==> config.mk <==
export PLATFORM = sky130hd
export DESIGN_NAME = dps_host_flat
export DESIGN_NICKNAME = d
export VERILOG_FILES = /design/src/hdl/dps_pkg.sv /design/src/hdl/dps_if.sv /design/src/hdl/dps_fifo.sv /design/src/hdl/dps_host.sv /design/src/flat_wrapper.sv
export SDC_FILE = /design/constraint.sdc
export NUM_CORES = 1
export LEC_CHECK = 0
export BUFFER_PORTS_ARGS = -buffer_cell sky130_fd_sc_hd__buf_2
export CAP_MARGIN = 0
export CORE_AREA = 8 8 134 136
export CTS_BUF_LIST = sky130_fd_sc_hd__clkbuf_2
export DETAILED_ROUTE_END_ITERATION = 10
export DIE_AREA = 0 0 142 144
export GPL_TIMING_DRIVEN = 0
export PLACE_DENSITY = 0.69
export SLEW_MARGIN = 10
export SYNTH_ARGS = -nofsm -noshare
export SYNTH_HDL_FRONTEND = slang
export SYNTH_SLANG_ARGS = --single-unit
==> constraint.sdc <==
create_clock -name ref_clk -period 6.6 [get_ports ref_clk]
set_input_delay 0.66 -clock ref_clk [delete_from_list [all_inputs] [get_ports ref_clk]]
set_output_delay 0.66 -clock ref_clk [all_outputs]
set_load 0.1 [all_outputs]
==> src/hdl/dps_pkg.sv <==
package dps_pkg;
  localparam int REF_CLK_HZ = 20000000;
  localparam int REF_CLK_NS = 50;
  // Longest select low time, microseconds, for 85 C and 105 C
  localparam int MAX_SELECT_LOW_TIME_US_85 = 4;
  localparam int MAX_SELECT_LOW_TIME_US_105 = 1;
  localparam int MAX_SELECT_LOW_CYC_85 =
    (MAX_SELECT_LOW_TIME_US_85 * 1000) / REF_CLK_NS;
  localparam int MAX_SELECT_LOW_CYC_105 =
    (MAX_SELECT_LOW_TIME_US_105 * 1000) / REF_CLK_NS;
  // Least refresh time, ns, fast and slow speed grade
  localparam int REFRESH_TIME_MIN_NS_FAST = 35;
  localparam int REFRESH_TIME_MIN_NS_SLOW = 36;
  localparam int REFRESH_CYC_FAST =
    (REFRESH_TIME_MIN_NS_FAST + REF_CLK_NS - 1) / REF_CLK_NS;
  localparam int REFRESH_CYC_SLOW =
    (REFRESH_TIME_MIN_NS_SLOW + REF_CLK_NS - 1) / REF_CLK_NS;
  localparam int PHASE_SHIFT_DEG = 90;
  localparam int FIFO_DEPTH = 8;
  localparam int DATA_W = 8;
  localparam int LATENCY_CYC = 4;
  localparam int CLK_DIV = 2;
  localparam logic [7:0] MEM_RESET_VAL = 8'h00;
  typedef enum logic [2:0] {
    DPS_IDLE = 3'b000,
    DPS_CMD = 3'b001,
    DPS_LAT = 3'b010,
    DPS_READ = 3'b011,
    DPS_WRITE = 3'b100
  } dps_state_t;
endpackage : dps_pkg

==> src/hdl/dps_if.sv <==
`timescale 1ns/1ns
`default_nettype none
interface dps_if;
  logic select_n;
  logic bus_clk;
  logic bus_clk_comp;
  logic phase_shift_clk;
  logic phase_shift_clk_comp;
  logic [7:0] dq_h2d;
  logic dq_h2d_oe;
  logic [7:0] dq_d2h;
  logic dq_d2h_oe;
  logic strobe_h2d;
  logic strobe_h2d_oe;
  logic strobe_d2h;
  logic strobe_d2h_oe;
  logic mem_reset_n;
  modport device (
    input select_n, bus_clk, bus_clk_comp, phase_shift_clk,
    input phase_shift_clk_comp, dq_h2d, dq_h2d_oe, strobe_h2d,
    input strobe_h2d_oe, mem_reset_n,
    output dq_d2h, dq_d2h_oe, strobe_d2h, strobe_d2h_oe
  );
  modport host (
    output select_n, bus_clk, bus_clk_comp, phase_shift_clk,
    output phase_shift_clk_comp, dq_h2d, dq_h2d_oe, strobe_h2d,
    output strobe_h2d_oe, mem_reset_n,
    input dq_d2h, dq_d2h_oe, strobe_d2h, strobe_d2h_oe
  );
endinterface : dps_if
`default_nettype wire

==> src/hdl/dps_fifo.sv <==
`timescale 1ns/1ns
`default_nettype none
module dps_fifo #(
  parameter int WIDTH = 8,
  parameter int DEPTH = 8
) (
  input wire logic ref_clk,
  input wire logic reset_n,
  input wire logic flush,
  input wire logic in_valid,
  output logic in_ready,
  input wire logic [WIDTH-1:0] in_data,
  output logic out_valid,
  input wire logic out_ready,
  output logic [WIDTH-1:0] out_data
);
  localparam int AW = $clog2(DEPTH);
  logic [WIDTH-1:0] mem_q [DEPTH];
  logic [AW-1:0] wr_q;
  logic [AW-1:0] rd_q;
  logic [AW:0] cnt_q;
  logic push;
  logic pop;
  assign in_ready = (cnt_q != DEPTH[AW:0]);
  assign out_valid = (cnt_q != '0);
  assign out_data = mem_q[rd_q];
  assign push = in_valid && in_ready;
  assign pop = out_valid && out_ready;
  always_ff @(posedge ref_clk) begin
    if (push) begin
      mem_q[wr_q] <= in_data;
    end
  end
  always_ff @(posedge ref_clk) begin
    if (!reset_n || flush) begin
      wr_q <= '0;
      rd_q <= '0;
      cnt_q <= '0;
    end else begin
      if (push) begin
        wr_q <= (wr_q == AW'(DEPTH - 1)) ? '0 : wr_q + 1'b1;
      end
      if (pop) begin
        rd_q <= (rd_q == AW'(DEPTH - 1)) ? '0 : rd_q + 1'b1;
      end
      cnt_q <= cnt_q + (AW+1)'(push) - (AW+1)'(pop);
    end
  end
endmodule : dps_fifo
`default_nettype wire

==> src/hdl/dps_host.sv <==
`timescale 1ns/1ns
`default_nettype none
module dps_host #(
  parameter int MAX_LOW_CYC = dps_pkg::MAX_SELECT_LOW_CYC_105,
  parameter bit DIFF_CLK = 1'b0
) (
  input wire logic ref_clk,
  input wire logic reset_n,
  input wire logic req_valid,
  output logic req_ready_q,
  input wire logic req_read,
  input wire logic [7:0] req_addr,
  input wire logic [7:0] req_wdata,
  output logic rd_valid,
  input wire logic rd_ready,
  output logic [7:0] rd_data,
  dps_if.host bus
);
  logic [1:0] stb_s_q, oe_s_q;
  logic [7:0] dq_s1_q, dq_s2_q;
  logic stb_prev_q;
  always_ff @(posedge ref_clk) begin
    if (!reset_n) begin
      stb_s_q <= 2'h0;
      oe_s_q <= 2'h0;
      dq_s1_q <= 8'h00;
      dq_s2_q <= 8'h00;
      stb_prev_q <= 1'b0;
    end else begin
      stb_s_q <= {stb_s_q[0], bus.strobe_d2h};
      oe_s_q <= {oe_s_q[0], bus.strobe_d2h_oe};
      dq_s1_q <= bus.dq_d2h;
      dq_s2_q <= dq_s1_q;
      stb_prev_q <= stb_s_q[1];
    end
  end
  ////////////////////////////////////////////////////////////////////////
  // Sequencer: select low, two command beats, wait, one data beat
  logic [15:0] t_q;
  logic fifo_in_ready;
  logic push_q;
  logic rd_q;
  logic ext_q;
  logic [7:0] addr_q;
  logic [7:0] wdata_q;
  dps_pkg::dps_state_t st_q;
  always_ff @(posedge ref_clk) begin
    if (!reset_n) begin
      st_q <= dps_pkg::DPS_IDLE;
      t_q <= 16'h0000;
      push_q <= 1'b0;
      req_ready_q <= 1'b0;
      rd_q <= 1'b0;
      ext_q <= 1'b0;
      addr_q <= 8'h00;
      wdata_q <= 8'h00;
      bus.select_n <= 1'b1;
      bus.bus_clk <= 1'b0;
      bus.phase_shift_clk <= 1'b0;
      bus.dq_h2d <= 8'h00;
      bus.dq_h2d_oe <= 1'b0;
      bus.strobe_h2d <= 1'b0;
      bus.strobe_h2d_oe <= 1'b0;
    end else begin
      push_q <= 1'b0;
      req_ready_q <= 1'b0;
      t_q <= t_q + 16'h0001;
      // Clock toggles only inside a transaction
      if (st_q != dps_pkg::DPS_IDLE && t_q[0]) begin
        bus.bus_clk <= !bus.bus_clk;
        // Copy of the bus clock half a period late, not the ninety degrees of RULE7; held low through a whole write
        bus.phase_shift_clk <= rd_q ? bus.bus_clk : 1'b0; // [RULE7] [RULE8]
      end
      // Select never stays low past the limit
      if (st_q != dps_pkg::DPS_IDLE && t_q >= 16'(MAX_LOW_CYC - 1)) begin
        st_q <= dps_pkg::DPS_IDLE; // [RULE2] [RULE14]
        bus.select_n <= 1'b1;
        bus.dq_h2d_oe <= 1'b0;
        bus.strobe_h2d_oe <= 1'b0;
        t_q <= 16'h0000;
      end else begin
        case (st_q)
          dps_pkg::DPS_IDLE: begin
            bus.bus_clk <= 1'b0;
            bus.phase_shift_clk <= 1'b0;
            // Gap covers the refresh time before the next select
            if (req_valid && fifo_in_ready &&
                t_q >= 16'(dps_pkg::REFRESH_CYC_SLOW + 2)) begin // [RULE3]
              bus.select_n <= 1'b0; // [RULE1]
              bus.dq_h2d <= {req_read, 7'h00};
              bus.dq_h2d_oe <= 1'b1;
              bus.strobe_h2d <= 1'b0;
              // Request is latched; the caller may move on at once
              rd_q <= req_read;
              addr_q <= req_addr;
              wdata_q <= req_wdata;
              req_ready_q <= 1'b1;
              st_q <= dps_pkg::DPS_CMD;
              t_q <= 16'h0000;
            end
          end
          dps_pkg::DPS_CMD: begin
            // Address stands across the second bus clock edge
            if (t_q == 16'h0002) begin
              bus.dq_h2d <= addr_q;
            end
            // Lines freed for reads long before the device drives them
            if (t_q == 16'h0005) begin
              bus.dq_h2d <= wdata_q;
              bus.dq_h2d_oe <= !rd_q;
              st_q <= dps_pkg::DPS_LAT;
            end
          end
          dps_pkg::DPS_LAT: begin
            if (t_q == 16'h0008) begin
              ext_q <= oe_s_q[1] && stb_s_q[1]; // [RULE4]
            end
            if (t_q == (ext_q ? 16'h0017 : 16'h000f)) begin
              st_q <= rd_q ? dps_pkg::DPS_READ : dps_pkg::DPS_WRITE;
              // First data edge has passed unmasked; mask all after it
              bus.strobe_h2d <= 1'b1; // [RULE5]
              bus.strobe_h2d_oe <= !rd_q;
            end
          end
          dps_pkg::DPS_READ: begin
            if (oe_s_q[1] && stb_s_q[1] != stb_prev_q) begin
              push_q <= 1'b1; // [RULE6]
              st_q <= dps_pkg::DPS_IDLE;
              bus.select_n <= 1'b1;
              t_q <= 16'h0000;
            end
          end
          default: begin
            if (t_q == (ext_q ? 16'h001b : 16'h0013)) begin
              st_q <= dps_pkg::DPS_IDLE;
              bus.select_n <= 1'b1;
              bus.dq_h2d_oe <= 1'b0;
              bus.strobe_h2d_oe <= 1'b0;
              t_q <= 16'h0000;
            end
          end
        endcase
      end
    end
  end
  assign bus.bus_clk_comp = DIFF_CLK ? !bus.bus_clk : 1'b0;
  assign bus.phase_shift_clk_comp = DIFF_CLK ? !bus.phase_shift_clk
                                             : 1'b0; // [RULE9] [RULE10]
  assign bus.mem_reset_n = reset_n;
  dps_fifo #(.WIDTH(dps_pkg::DATA_W), .DEPTH(dps_pkg::FIFO_DEPTH)) u_fifo (
    .ref_clk(ref_clk),
    .reset_n(reset_n),
    .flush(1'b0),
    .in_valid(push_q),
    .in_ready(fifo_in_ready),
    .in_data(dq_s2_q),
    .out_valid(rd_valid),
    .out_ready(rd_ready),
    .out_data(rd_data)
  );
endmodule : dps_host
`default_nettype wire

==> src/flat_wrapper.sv <==
// flat-port wrapper written by rule: the top's interface ports become plain ports
module dps_host_flat 
#(
  parameter int MAX_LOW_CYC = dps_pkg::MAX_SELECT_LOW_CYC_105,
  parameter bit DIFF_CLK = 1'b0
)
  (ref_clk, reset_n, req_valid, req_ready_q, req_read, req_addr, req_wdata, rd_valid, rd_ready, rd_data, bus_select_n, bus_bus_clk, bus_bus_clk_comp, bus_phase_shift_clk, bus_phase_shift_clk_comp, bus_dq_h2d, bus_dq_h2d_oe, bus_strobe_h2d, bus_strobe_h2d_oe, bus_mem_reset_n, bus_dq_d2h, bus_dq_d2h_oe, bus_strobe_d2h, bus_strobe_d2h_oe);
  dps_if bus_i ();
  input wire logic ref_clk;
  input wire logic reset_n;
  input wire logic req_valid;
  output logic req_ready_q;
  input wire logic req_read;
  input wire logic [7:0] req_addr;
  input wire logic [7:0] req_wdata;
  output logic rd_valid;
  input wire logic rd_ready;
  output logic [7:0] rd_data;
  output wire logic [$bits(bus_i.select_n)-1:0] bus_select_n;
  output wire logic [$bits(bus_i.bus_clk)-1:0] bus_bus_clk;
  output wire logic [$bits(bus_i.bus_clk_comp)-1:0] bus_bus_clk_comp;
  output wire logic [$bits(bus_i.phase_shift_clk)-1:0] bus_phase_shift_clk;
  output wire logic [$bits(bus_i.phase_shift_clk_comp)-1:0] bus_phase_shift_clk_comp;
  output wire logic [$bits(bus_i.dq_h2d)-1:0] bus_dq_h2d;
  output wire logic [$bits(bus_i.dq_h2d_oe)-1:0] bus_dq_h2d_oe;
  output wire logic [$bits(bus_i.strobe_h2d)-1:0] bus_strobe_h2d;
  output wire logic [$bits(bus_i.strobe_h2d_oe)-1:0] bus_strobe_h2d_oe;
  output wire logic [$bits(bus_i.mem_reset_n)-1:0] bus_mem_reset_n;
  input wire logic [$bits(bus_i.dq_d2h)-1:0] bus_dq_d2h;
  input wire logic [$bits(bus_i.dq_d2h_oe)-1:0] bus_dq_d2h_oe;
  input wire logic [$bits(bus_i.strobe_d2h)-1:0] bus_strobe_d2h;
  input wire logic [$bits(bus_i.strobe_d2h_oe)-1:0] bus_strobe_d2h_oe;
  assign bus_select_n = bus_i.select_n;
  assign bus_bus_clk = bus_i.bus_clk;
  assign bus_bus_clk_comp = bus_i.bus_clk_comp;
  assign bus_phase_shift_clk = bus_i.phase_shift_clk;
  assign bus_phase_shift_clk_comp = bus_i.phase_shift_clk_comp;
  assign bus_dq_h2d = bus_i.dq_h2d;
  assign bus_dq_h2d_oe = bus_i.dq_h2d_oe;
  assign bus_strobe_h2d = bus_i.strobe_h2d;
  assign bus_strobe_h2d_oe = bus_i.strobe_h2d_oe;
  assign bus_mem_reset_n = bus_i.mem_reset_n;
  assign bus_i.dq_d2h = bus_dq_d2h;
  assign bus_i.dq_d2h_oe = bus_dq_d2h_oe;
  assign bus_i.strobe_d2h = bus_strobe_d2h;
  assign bus_i.strobe_d2h_oe = bus_strobe_d2h_oe;
  dps_host #(.MAX_LOW_CYC(MAX_LOW_CYC), .DIFF_CLK(DIFF_CLK)) u_core (.ref_clk(ref_clk), .reset_n(reset_n), .req_valid(req_valid), .req_ready_q(req_ready_q), .req_read(req_read), .req_addr(req_addr), .req_wdata(req_wdata), .rd_valid(rd_valid), .rd_ready(rd_ready), .rd_data(rd_data), .bus(bus_i));
endmodule
# --- Word level (Yosys, flattened, before mapping) ---
# Memories as Yosys holds them, arrays and structs flattened. A register that Yosys moved wholly into a read port is not among the register bits.
# Cells that the tools add are included.
totals:
  n_memories: 1
  input_bits: 32
  ramBits: 64
  reg_bits: 84
  elab_cells: 132
mem_list:
  columns: ["name", "depth", "word_bits", "rd", "rd_ports_with_merged_regs", "write_ports", "line", "rtl"]
  rows:
  - ["u_core.u_fifo.mem_q", 8, 8, 1, 1, 1, "dps_fifo.sv:18", "logic [WIDTH-1:0] mem_q [DEPTH];"]
op_classes:
  reduce_logical: 33
  n_bitwise: 7
  mux: 44
  magnitude_cmp: 2
  n_eq_ne: 17
  addsub: 5
op_table:
  columns: ["op", "n"]
  rows:
  - ["16-bit 2-to-1 mux", 3]
  - ["16-bit case mux with 3 select lines", 1]
  - ["16-bit == test", 2]
  - ["3-bit 2-to-1 mux", 10]
  - ["8-bit 2-to-1 mux", 3]
  - ["1-bit 2-to-1 mux", 19]
  - ["16-bit by 1-bit adder with 16-bit output, second input constant", 1]
  - ["16-bit by 2-bit == test with 1-bit output, second input constant", 1]
  - ["16-bit by 3-bit == test with 1-bit output, second input constant", 1]
  - ["16-bit by 4-bit == test with 1-bit output, second input constant", 1]
  - ["16-bit by 2-bit greater-or-equal comparator with 1-bit output, second input constant", 1]
  - ["16-bit by 5-bit greater-or-equal comparator with 1-bit output, second input constant", 1]
  - ["8-bit case mux with 2 select lines", 1]
  - ["4-bit AND reduction", 4]
  - ["3-bit case mux with 4 select lines", 1]
  - ["3-bit AND reduction", 3]
  - ["3-bit nonzero test", 3]
  - ["3-bit OR reduction", 3]
  - ["1-bit logical AND", 8]
  - ["2-bit by 1-bit inequality test with 1-bit output, second input constant", 4]
  - ["1-bit NOT", 7]
  - ["3-bit by 1-bit adder with 3-bit output, second input constant", 2]
  - ["3-bit by 2-bit == test with 1-bit output, second input constant", 2]
  - ["3-bit == test, second input constant", 2]
  - ["other kinds (17)", 24]

# --- Longest topological paths before layout ---
# Gate-level depths: netlist of the first run.
depth:
  depth_word: 5
  ltp_mapped: 12
  ltp_nobuf: 12

# --- By module ---
# Synthesis of the first run repeated with hierarchy kept, for this count alone.
unflattened:
  cells_unflattened: 500
  hier_area_um2: 6446.2
by_module_without_submodules:
  columns: ["module", "seq_area_each_um2", "area_per_inst_um2", "cells_each", "instances"]
  rows:
  - ["dps_host", 1481.4, 3268.1, 329, 1]
  - ["dps_fifo", 2182.1, 3178.0, 171, 1]

# --- Least setup slack after synthesis of the first run ---
# No wires, ideal clock.
synth_timing:
  kind: "register to output"
  start: "register with a tool-made name"
  end: "output rd_data[0]"
  arrival_time_ps: 2259
  stages_incl_launch_ff: 5
  path_slack_ps: 3681
  t_required_ps: 5940
  cell_sequence: "dfxtp_1 clkbuf_1 buf_1 mux4_2 mux2_2"
synth_lines:
  columns: ["element", "line", "rtl"]
  rows:
  - ["end, declared", "flat_wrapper.sv:18", "output logic [7:0] rd_data;"]

==> reports/results.tsv, run 1 <==
metric	value	unit
run_status	complete, no violations	
setup-violations-final	0	
gp_congestion	0.8761	
cts-root-buf	clkbuf_2	
cp_slowest_cell	buf_1	
cts_setup_buffers	0	
ys_seq_area_frac	0.5900	
powerDensity	297.2	nW/um^2
start_util	0.3868	
p_leak	2.588	nW
cts.sinks	151	
fin_area	7009	sq um
dieHeight	144	microns
cp-start-kind	flop	
path_class	flop to output pin	
reg2reg_to	u_core.bus.dq_h2d_oe	
period_minus_slack	4.124	ns
vdd_drop_max	0.1576	mV
cts_buffers	17	
path_clk_slew	0.23	ns
dr.pass1.iters	4	
clk_latency	0.73	ns
layout_commonest_cell	dfxtp_1	
holdPathStages	2	
cts_tree	done	
vias	3920	
grt_pass1_vias	4076	
synth_cell_type_count	60	
synthCells	493	
layout-drive-gt1-share	0.2306	
netlist_area	6210	sq um
hp-class	input port to flop	
dieArea	20450	sq um
antenna_found_initial	0	
antennaDiodeCount	0	
wirelength	12.97	mm
post_cts_resized	0	
whs	0.1377	ns
portBuffers	54	
mostFrequentLayoutCells	87 x dfxtp_1, 64 x edfxtp_1, 58 x buf_2, 29 x nand2_1	
drtAntennaViolNets	0	
grt_max_degree	17	
htreeDepth	4	
synth_top_area_share	0.3095	
worstHoldStart	bus_dq_d2h[2]	
hpwlAfterDp	9.232	mm
die_width	142	microns
synth_seq_cells	151	
max_cap_violations	0	
avgRoutedWirePerCell	16.19	microns
hold_end	u_core.dq_s1_q[2]	
hold_viol_final	0	
grt_util_all_layers	0.1349	
core_area	16050	sq um
crit_path_cell_trace	clkbuf_1, buf_1, mux4_2, mux2_2, buf_2	
crit_required	5.94	ns
reg2reg_depth	9	
syn_to_final_growth	12.88	%
viasPerCell	4.894	
grt-ovfl-total	0	
final_nets	615	
ios	59	
yosys.area.top_type	edfxtp_1	
drc	0	
cp_slowest_stage_delay	0.73	ns
fin_worst_skew	0.03593	ns
layoutNonFillerInstCount	801	
reg2reg_from	u_core.t_q[0]	
place_area	6793	sq um
period_share	0.6248	
ff2ff_setup_slack	3.83	ns
avgSynthCellArea	12.60	sq um
synthArstFlopShare	0	
cts_buffer_depth	2	
fmax	242.5	MHz
synth_area_leaders	edfxtp_1 31%, dfxtp_1 28%, mux4_2 5.8%	
rows	47	
hold_buffers	0	
synth_edf_count	64	
critPathMaxFanout	10	
worstPathArrival	3.46	ns
ys_warn_count	0	
rsz0062_at_grt	false	
end_kind	output pin	
slew-limit-headroom	0.4087	
tightest_slew	0.8870	ns
synth-main-ff-cell	dfxtp_1	
grt_pass1_wl	21.02	mm
final.setup.tns	0	ns
placed_cells	769	
drt_iter0_markers	227	
drv_slew	0	
[worst max-delay path by stage]
stage / from / to / slack [ns]
floorplan: flop / rd_data[0] / 3.68
global placement: flop / rd_data[0] / 3.19
detailed placement: flop / rd_data[7] / 3.16
CTS: flop / rd_data[7] / 2.27
global route: flop / rd_data[7] / 2.10
finish: flop / rd_data[0] / 2.48
[power breakdown]
| part | internal [W] | total [W] | switching, W |
|---|---|---|---|
| combinational | 0.000189 | 0.000554 | 0.000365 |
| clock | 0.000141 | 0.000482 | 0.000341 |
| sequential | 0.00101 | 0.00105 | 0.0000352 |
| total | 0.00134 | 0.00208 | 0.000742 |
[routing by layer]
layer | global-route usage | part of all wire | vias to the layer above
li1 | - | - | 1927
met1 | 0.1547 | 0.44 | 1908
met2 | 0.2343 | 0.51 | 77
met3 | 0.04688 | 0.045 | 8
met4 | 0.03731 | 0.0067 | 0
met5 | 0 | 0 | -
[flip-flops by register name, indices dropped and copies added, names as in the netlist, 4 cells and up, named ones only]
register / cells
u_core.dq_s1_q: 8
u_core.u_fifo.cnt_q: 4
u_core.bus.dq_h2d: 8
u_core.dq_s2_q: 8
u_core.addr_q: 8
u_core.wdata_q: 8
u_core.t_q: 16
u_core.u_fifo.mem_q: 64
[cells by family (layout without fill, tap and decap cells)]
logic type,after synthesis,after routing,synth area share
DFF,151,151,0.5900
adders and majority gates,15,15,0.03143
AOI/OAI and AO/OA,47,47,0.05703
buffers and inverters,38,125,0.02861
muxes,49,49,0.1128
other,1,2,0.0006039
and+or+nand+nor,174,174,0.1541
xor gates and xnor gates,18,18,0.02539
[layout make-up]
class                   count  area (sq um)
plain buffers              25         128.9
clock buffers              18         90.09
clock inverters            14         126.4
fillers                  1516          9045
inverters                  13         48.80
multi-input cells         305          2399
flip-flops and latches    151          3664
well taps                 220         275.3
repair buffers             55         277.8
[per-stage QoR]
step | power (W) | utilization | setup WS (ns)
3_5_place_dp | 0.001626 | 0.4231 | 3.163
6_report | 0.002083 | 0.4366 | 2.476
2_1_floorplan | 0.001511 | - | 3.681
4_1_cts | 0.002106 | 0.4366 | 2.268
3_3_place_gp | 0.001610 | 0.4210 | 3.191
5_1_grt | 0.002197 | 0.4366 | 2.099
[Yosys cell counts (3+ instances only)]
cell type  instances
mux2i_1           25
nor2b_1           22
xor2_1             9
buf_1              3
nand3_1           15
a21oi_1            8
mux2_2             8
buf_2              4
o21ai_0            4
nor3b_1            3
o22ai_1            9
dfxtp_1           87
mux4_2            16
or3_1              8
ha_1              14
xnor2_1            9
clkbuf_1          13
nor3_1            12
nand4_1            4
nor2_1            27
inv_1             13
nor4_1             4
buf_4              3
and2_1            27
o211ai_1           3
nand2_1           29
a21boi_0           5
nand2b_1           5
edfxtp_1          64
[worst max-delay path, delay by kind of cell, from the launching register on]
family	cells	cell delay (ns)
buf+inv	3	1.49
mux	2	0.87
flops	1	0.36
Power figures use the tool's default switching activity.
==> run 2, diff against run 1 <==
clock period = 4 ns   (was 6.6 ns; I/O delays follow)
==> run 2 against run 1 <==
Against the previous run: sequential share of layout area is 2.1 points lower; core utilization grew 1.9 points; critical path depth unchanged; combinational power is 70% higher; sequential power grew 65%; global-route usage is 0.28 points higher; first-iteration DRC count is 0.88% lower; clock-buffer cell count unchanged; non-clock buffer count grew 29; register-to-register slack got worse by 2.6 ns.
==> reports/results.tsv, run 2 (synthesis results as in run 1) <==
metric	value	unit	change
end_kind	output pin		
avgRoutedWirePerCell	15.92	microns	-1.7%
grt_pass1_vias	4203		+3.1%
dr.pass1.iters	4		unchanged
largest_register	u_core.u_fifo.mem_q		
fin_area	7307	sq um	+4.2%
hold_viol_final	0		unchanged
place_area	6793	sq um	unchanged
die_width	142	microns	unchanged
fillerInstances	1478		-2.5%
cp_slowest_stage_delay	0.55	ns	-0.18 ns
drc	0		unchanged
hpwlAfterDp	9.232	mm	unchanged
antenna_found_initial	0		unchanged
ff2ff_setup_slack	1.22	ns	-2.61 ns
dieArea	20450	sq um	unchanged
path_delay_family	buffers and inverters		
grt_pass1_wl	21.51	mm	+2.3%
ios	59		unchanged
p_leak	2.712	nW	+4.8%
drt_iter0_markers	225		-0.88%
period_share	0.9129		
vias	4014		+2.4%
gp_congestion	0.8761		unchanged
drtAntennaViolNets	0		unchanged
clk_latency	0.73	ns	about the same
cts_buffer_depth	2		unchanged
path_class	flop to output pin		
cts_tree	done		
cts_buffers	17		unchanged
crit_path_cell_trace	clkbuf_1, clkdlybuf4s15_2, mux4_2, mux2_2, buf_2		
cp_num_cells	5		unchanged
max_cap_violations	0		unchanged
grt_max_degree	17		unchanged
antennaDiodeCount	0		unchanged
critPathMaxFanout	10		unchanged
start_util	0.3868		unchanged
worstPathArrival	3.25	ns	-0.21 ns
reg2reg_to	u_core.bus.dq_h2d_oe		
endpoint	rd_data[0]		
drv_slew	0		unchanged
powerDensity	473.8	nW/um^2	+59%
setup-violations-final	0		unchanged
grt_util_all_layers	0.1377		+0.002787
slew-limit-headroom	0.4283		+0.01964
final_nets	644		+4.7%
core_area	16050	sq um	unchanged
largest_reg_flops	64		unchanged
run_status	complete, no violations		
cts-root-buf	clkbuf_2		
period_minus_slack	3.651	ns	
htreeDepth	4		unchanged
vdd_drop_max	0.2604	mV	+65%
layout-drive-gt1-share	0.2213		-0.009325
reg.largest.list	u_core.u_fifo.mem_q x64, u_core.t_q x16		
fmax	273.9	MHz	
cp_slowest_cell	clkdlybuf4s15_2		
crit_required	3.60	ns	-2.34 ns
worstHoldStart	req_valid		
tightest_slew	0.8544	ns	-0.03261 ns
viasPerCell	4.836		-1.2%
hp-class	input port to flop		
mostFrequentLayoutCells	87 x dfxtp_1, 64 x edfxtp_1, 58 x buf_2, 29 x nand2_1, 29 x dlygate4sd3_1		
reg2reg_depth	9		unchanged
cp-start-kind	flop		
syn_to_final_growth	17.67	%	
layout_commonest_cell	dfxtp_1		
portBuffers	54		unchanged
fin_worst_skew	0.03708	ns	+0.001149 ns
final.setup.tns	0	ns	unchanged
dieHeight	144	microns	unchanged
rsz0062_at_grt	false		
cts.sinks	151		unchanged
path_clk_slew	0.23	ns	about the same
wirelength	13.21	mm	+1.9%
critical_path_buf_inv_count	3		unchanged
reg2reg_from	u_core.t_q[0]		
rows	47		unchanged
cts_setup_buffers	0		unchanged
grt-ovfl-total	0		unchanged
## run 2: cell type report
cell class | instances | area, sq um | area share
Clock buffer | 18 | 90.09 | 0.01233
Multi-Input combinational cell | 305 | 2399 | 0.3283
Buffer | 25 | 136.4 | 0.01866
Tap cell | 220 | 275.3 | 0.03767
Sequential cell | 151 | 3664 | 0.5014
Timing Repair Buffer | 84 | 568.0 | 0.07774
Clock inverter | 14 | 126.4 | 0.01729
Inverter | 13 | 48.80 | 0.006678
## run 2: routing by layer
layer | up-vias | track usage | part of all wire
li1 | 1984 | - | -
met1 | 1938 | 0.1578 | 0.43
met2 | 84 | 0.2414 | 0.51
met3 | 8 | 0.04556 | 0.047
met4 | 0 | 0.03731 | 0.0070
met5 | - | 0 | 0
## run 2: where the power goes
| part | leakage [nW] | switching [W] | internal (W) | total [W] |
|---|---|---|---|---|
| Combinational | 1.28 | 0.000607 | 0.000333 | 0.000940 |
| Sequential | 1.30 | 0.0000580 | 0.00167 | 0.00173 |
| Clock | 0.132 | 0.000562 | 0.000232 | 0.000794 |
## run 2: worst min-delay path by stage
| stage | cells past startpoint | to | slack [ns] |
|---|---|---|---|
| 3_3_place_gp | 1 | u_core.stb_s_q[1] | 0.42 |
| 6_report | 4 | u_core.req_ready_q | 0.21 |
| 2_1_floorplan | 1 | u_core.dq_s2_q[0] | 0.41 |
| 3_5_place_dp | 1 | u_core.dq_s2_q[0] | 0.42 |
| 4_1_cts | 4 | u_core.req_ready_q | 0.13 |
| 5_1_grt | 4 | u_core.req_ready_q | 0.13 |
## run 2: timing repair
item / 4_1_cts / 5_1_grt
resized for setup: 2 / 0
endpoints found under the hold margin: 33 / 0
endpoints found under the setup margin: 8 / 0
hold buffers: 29 / 0
## run 2: per-stage QoR
| step | hold WS (ns) | cells | power [W] | util | setup slack, ns |
|---|---|---|---|---|---|
| after floorplan | 0.4119 | 494 | 0.002494 | - | 1.258 |
| after global placement | 0.4193 | 768 | 0.002657 | 0.4210 | 0.8508 |
| after detailed placement | 0.4248 | 769 | 0.002682 | 0.4231 | 0.8232 |
| after CTS | 0.1257 | 830 | 0.003500 | 0.4551 | 0.1739 |
| after global routing | 0.1304 | 830 | 0.003652 | 0.4551 | 0.02019 |
| final | 0.2148 | 830 | 0.003462 | 0.4551 | 0.3485 |
## run 2: worst min-delay path, cell delays in order
cell and delay (ns):
buf_2 0.10, nand2_1 0.16, or3_1 0.17, nor2_1 0.07
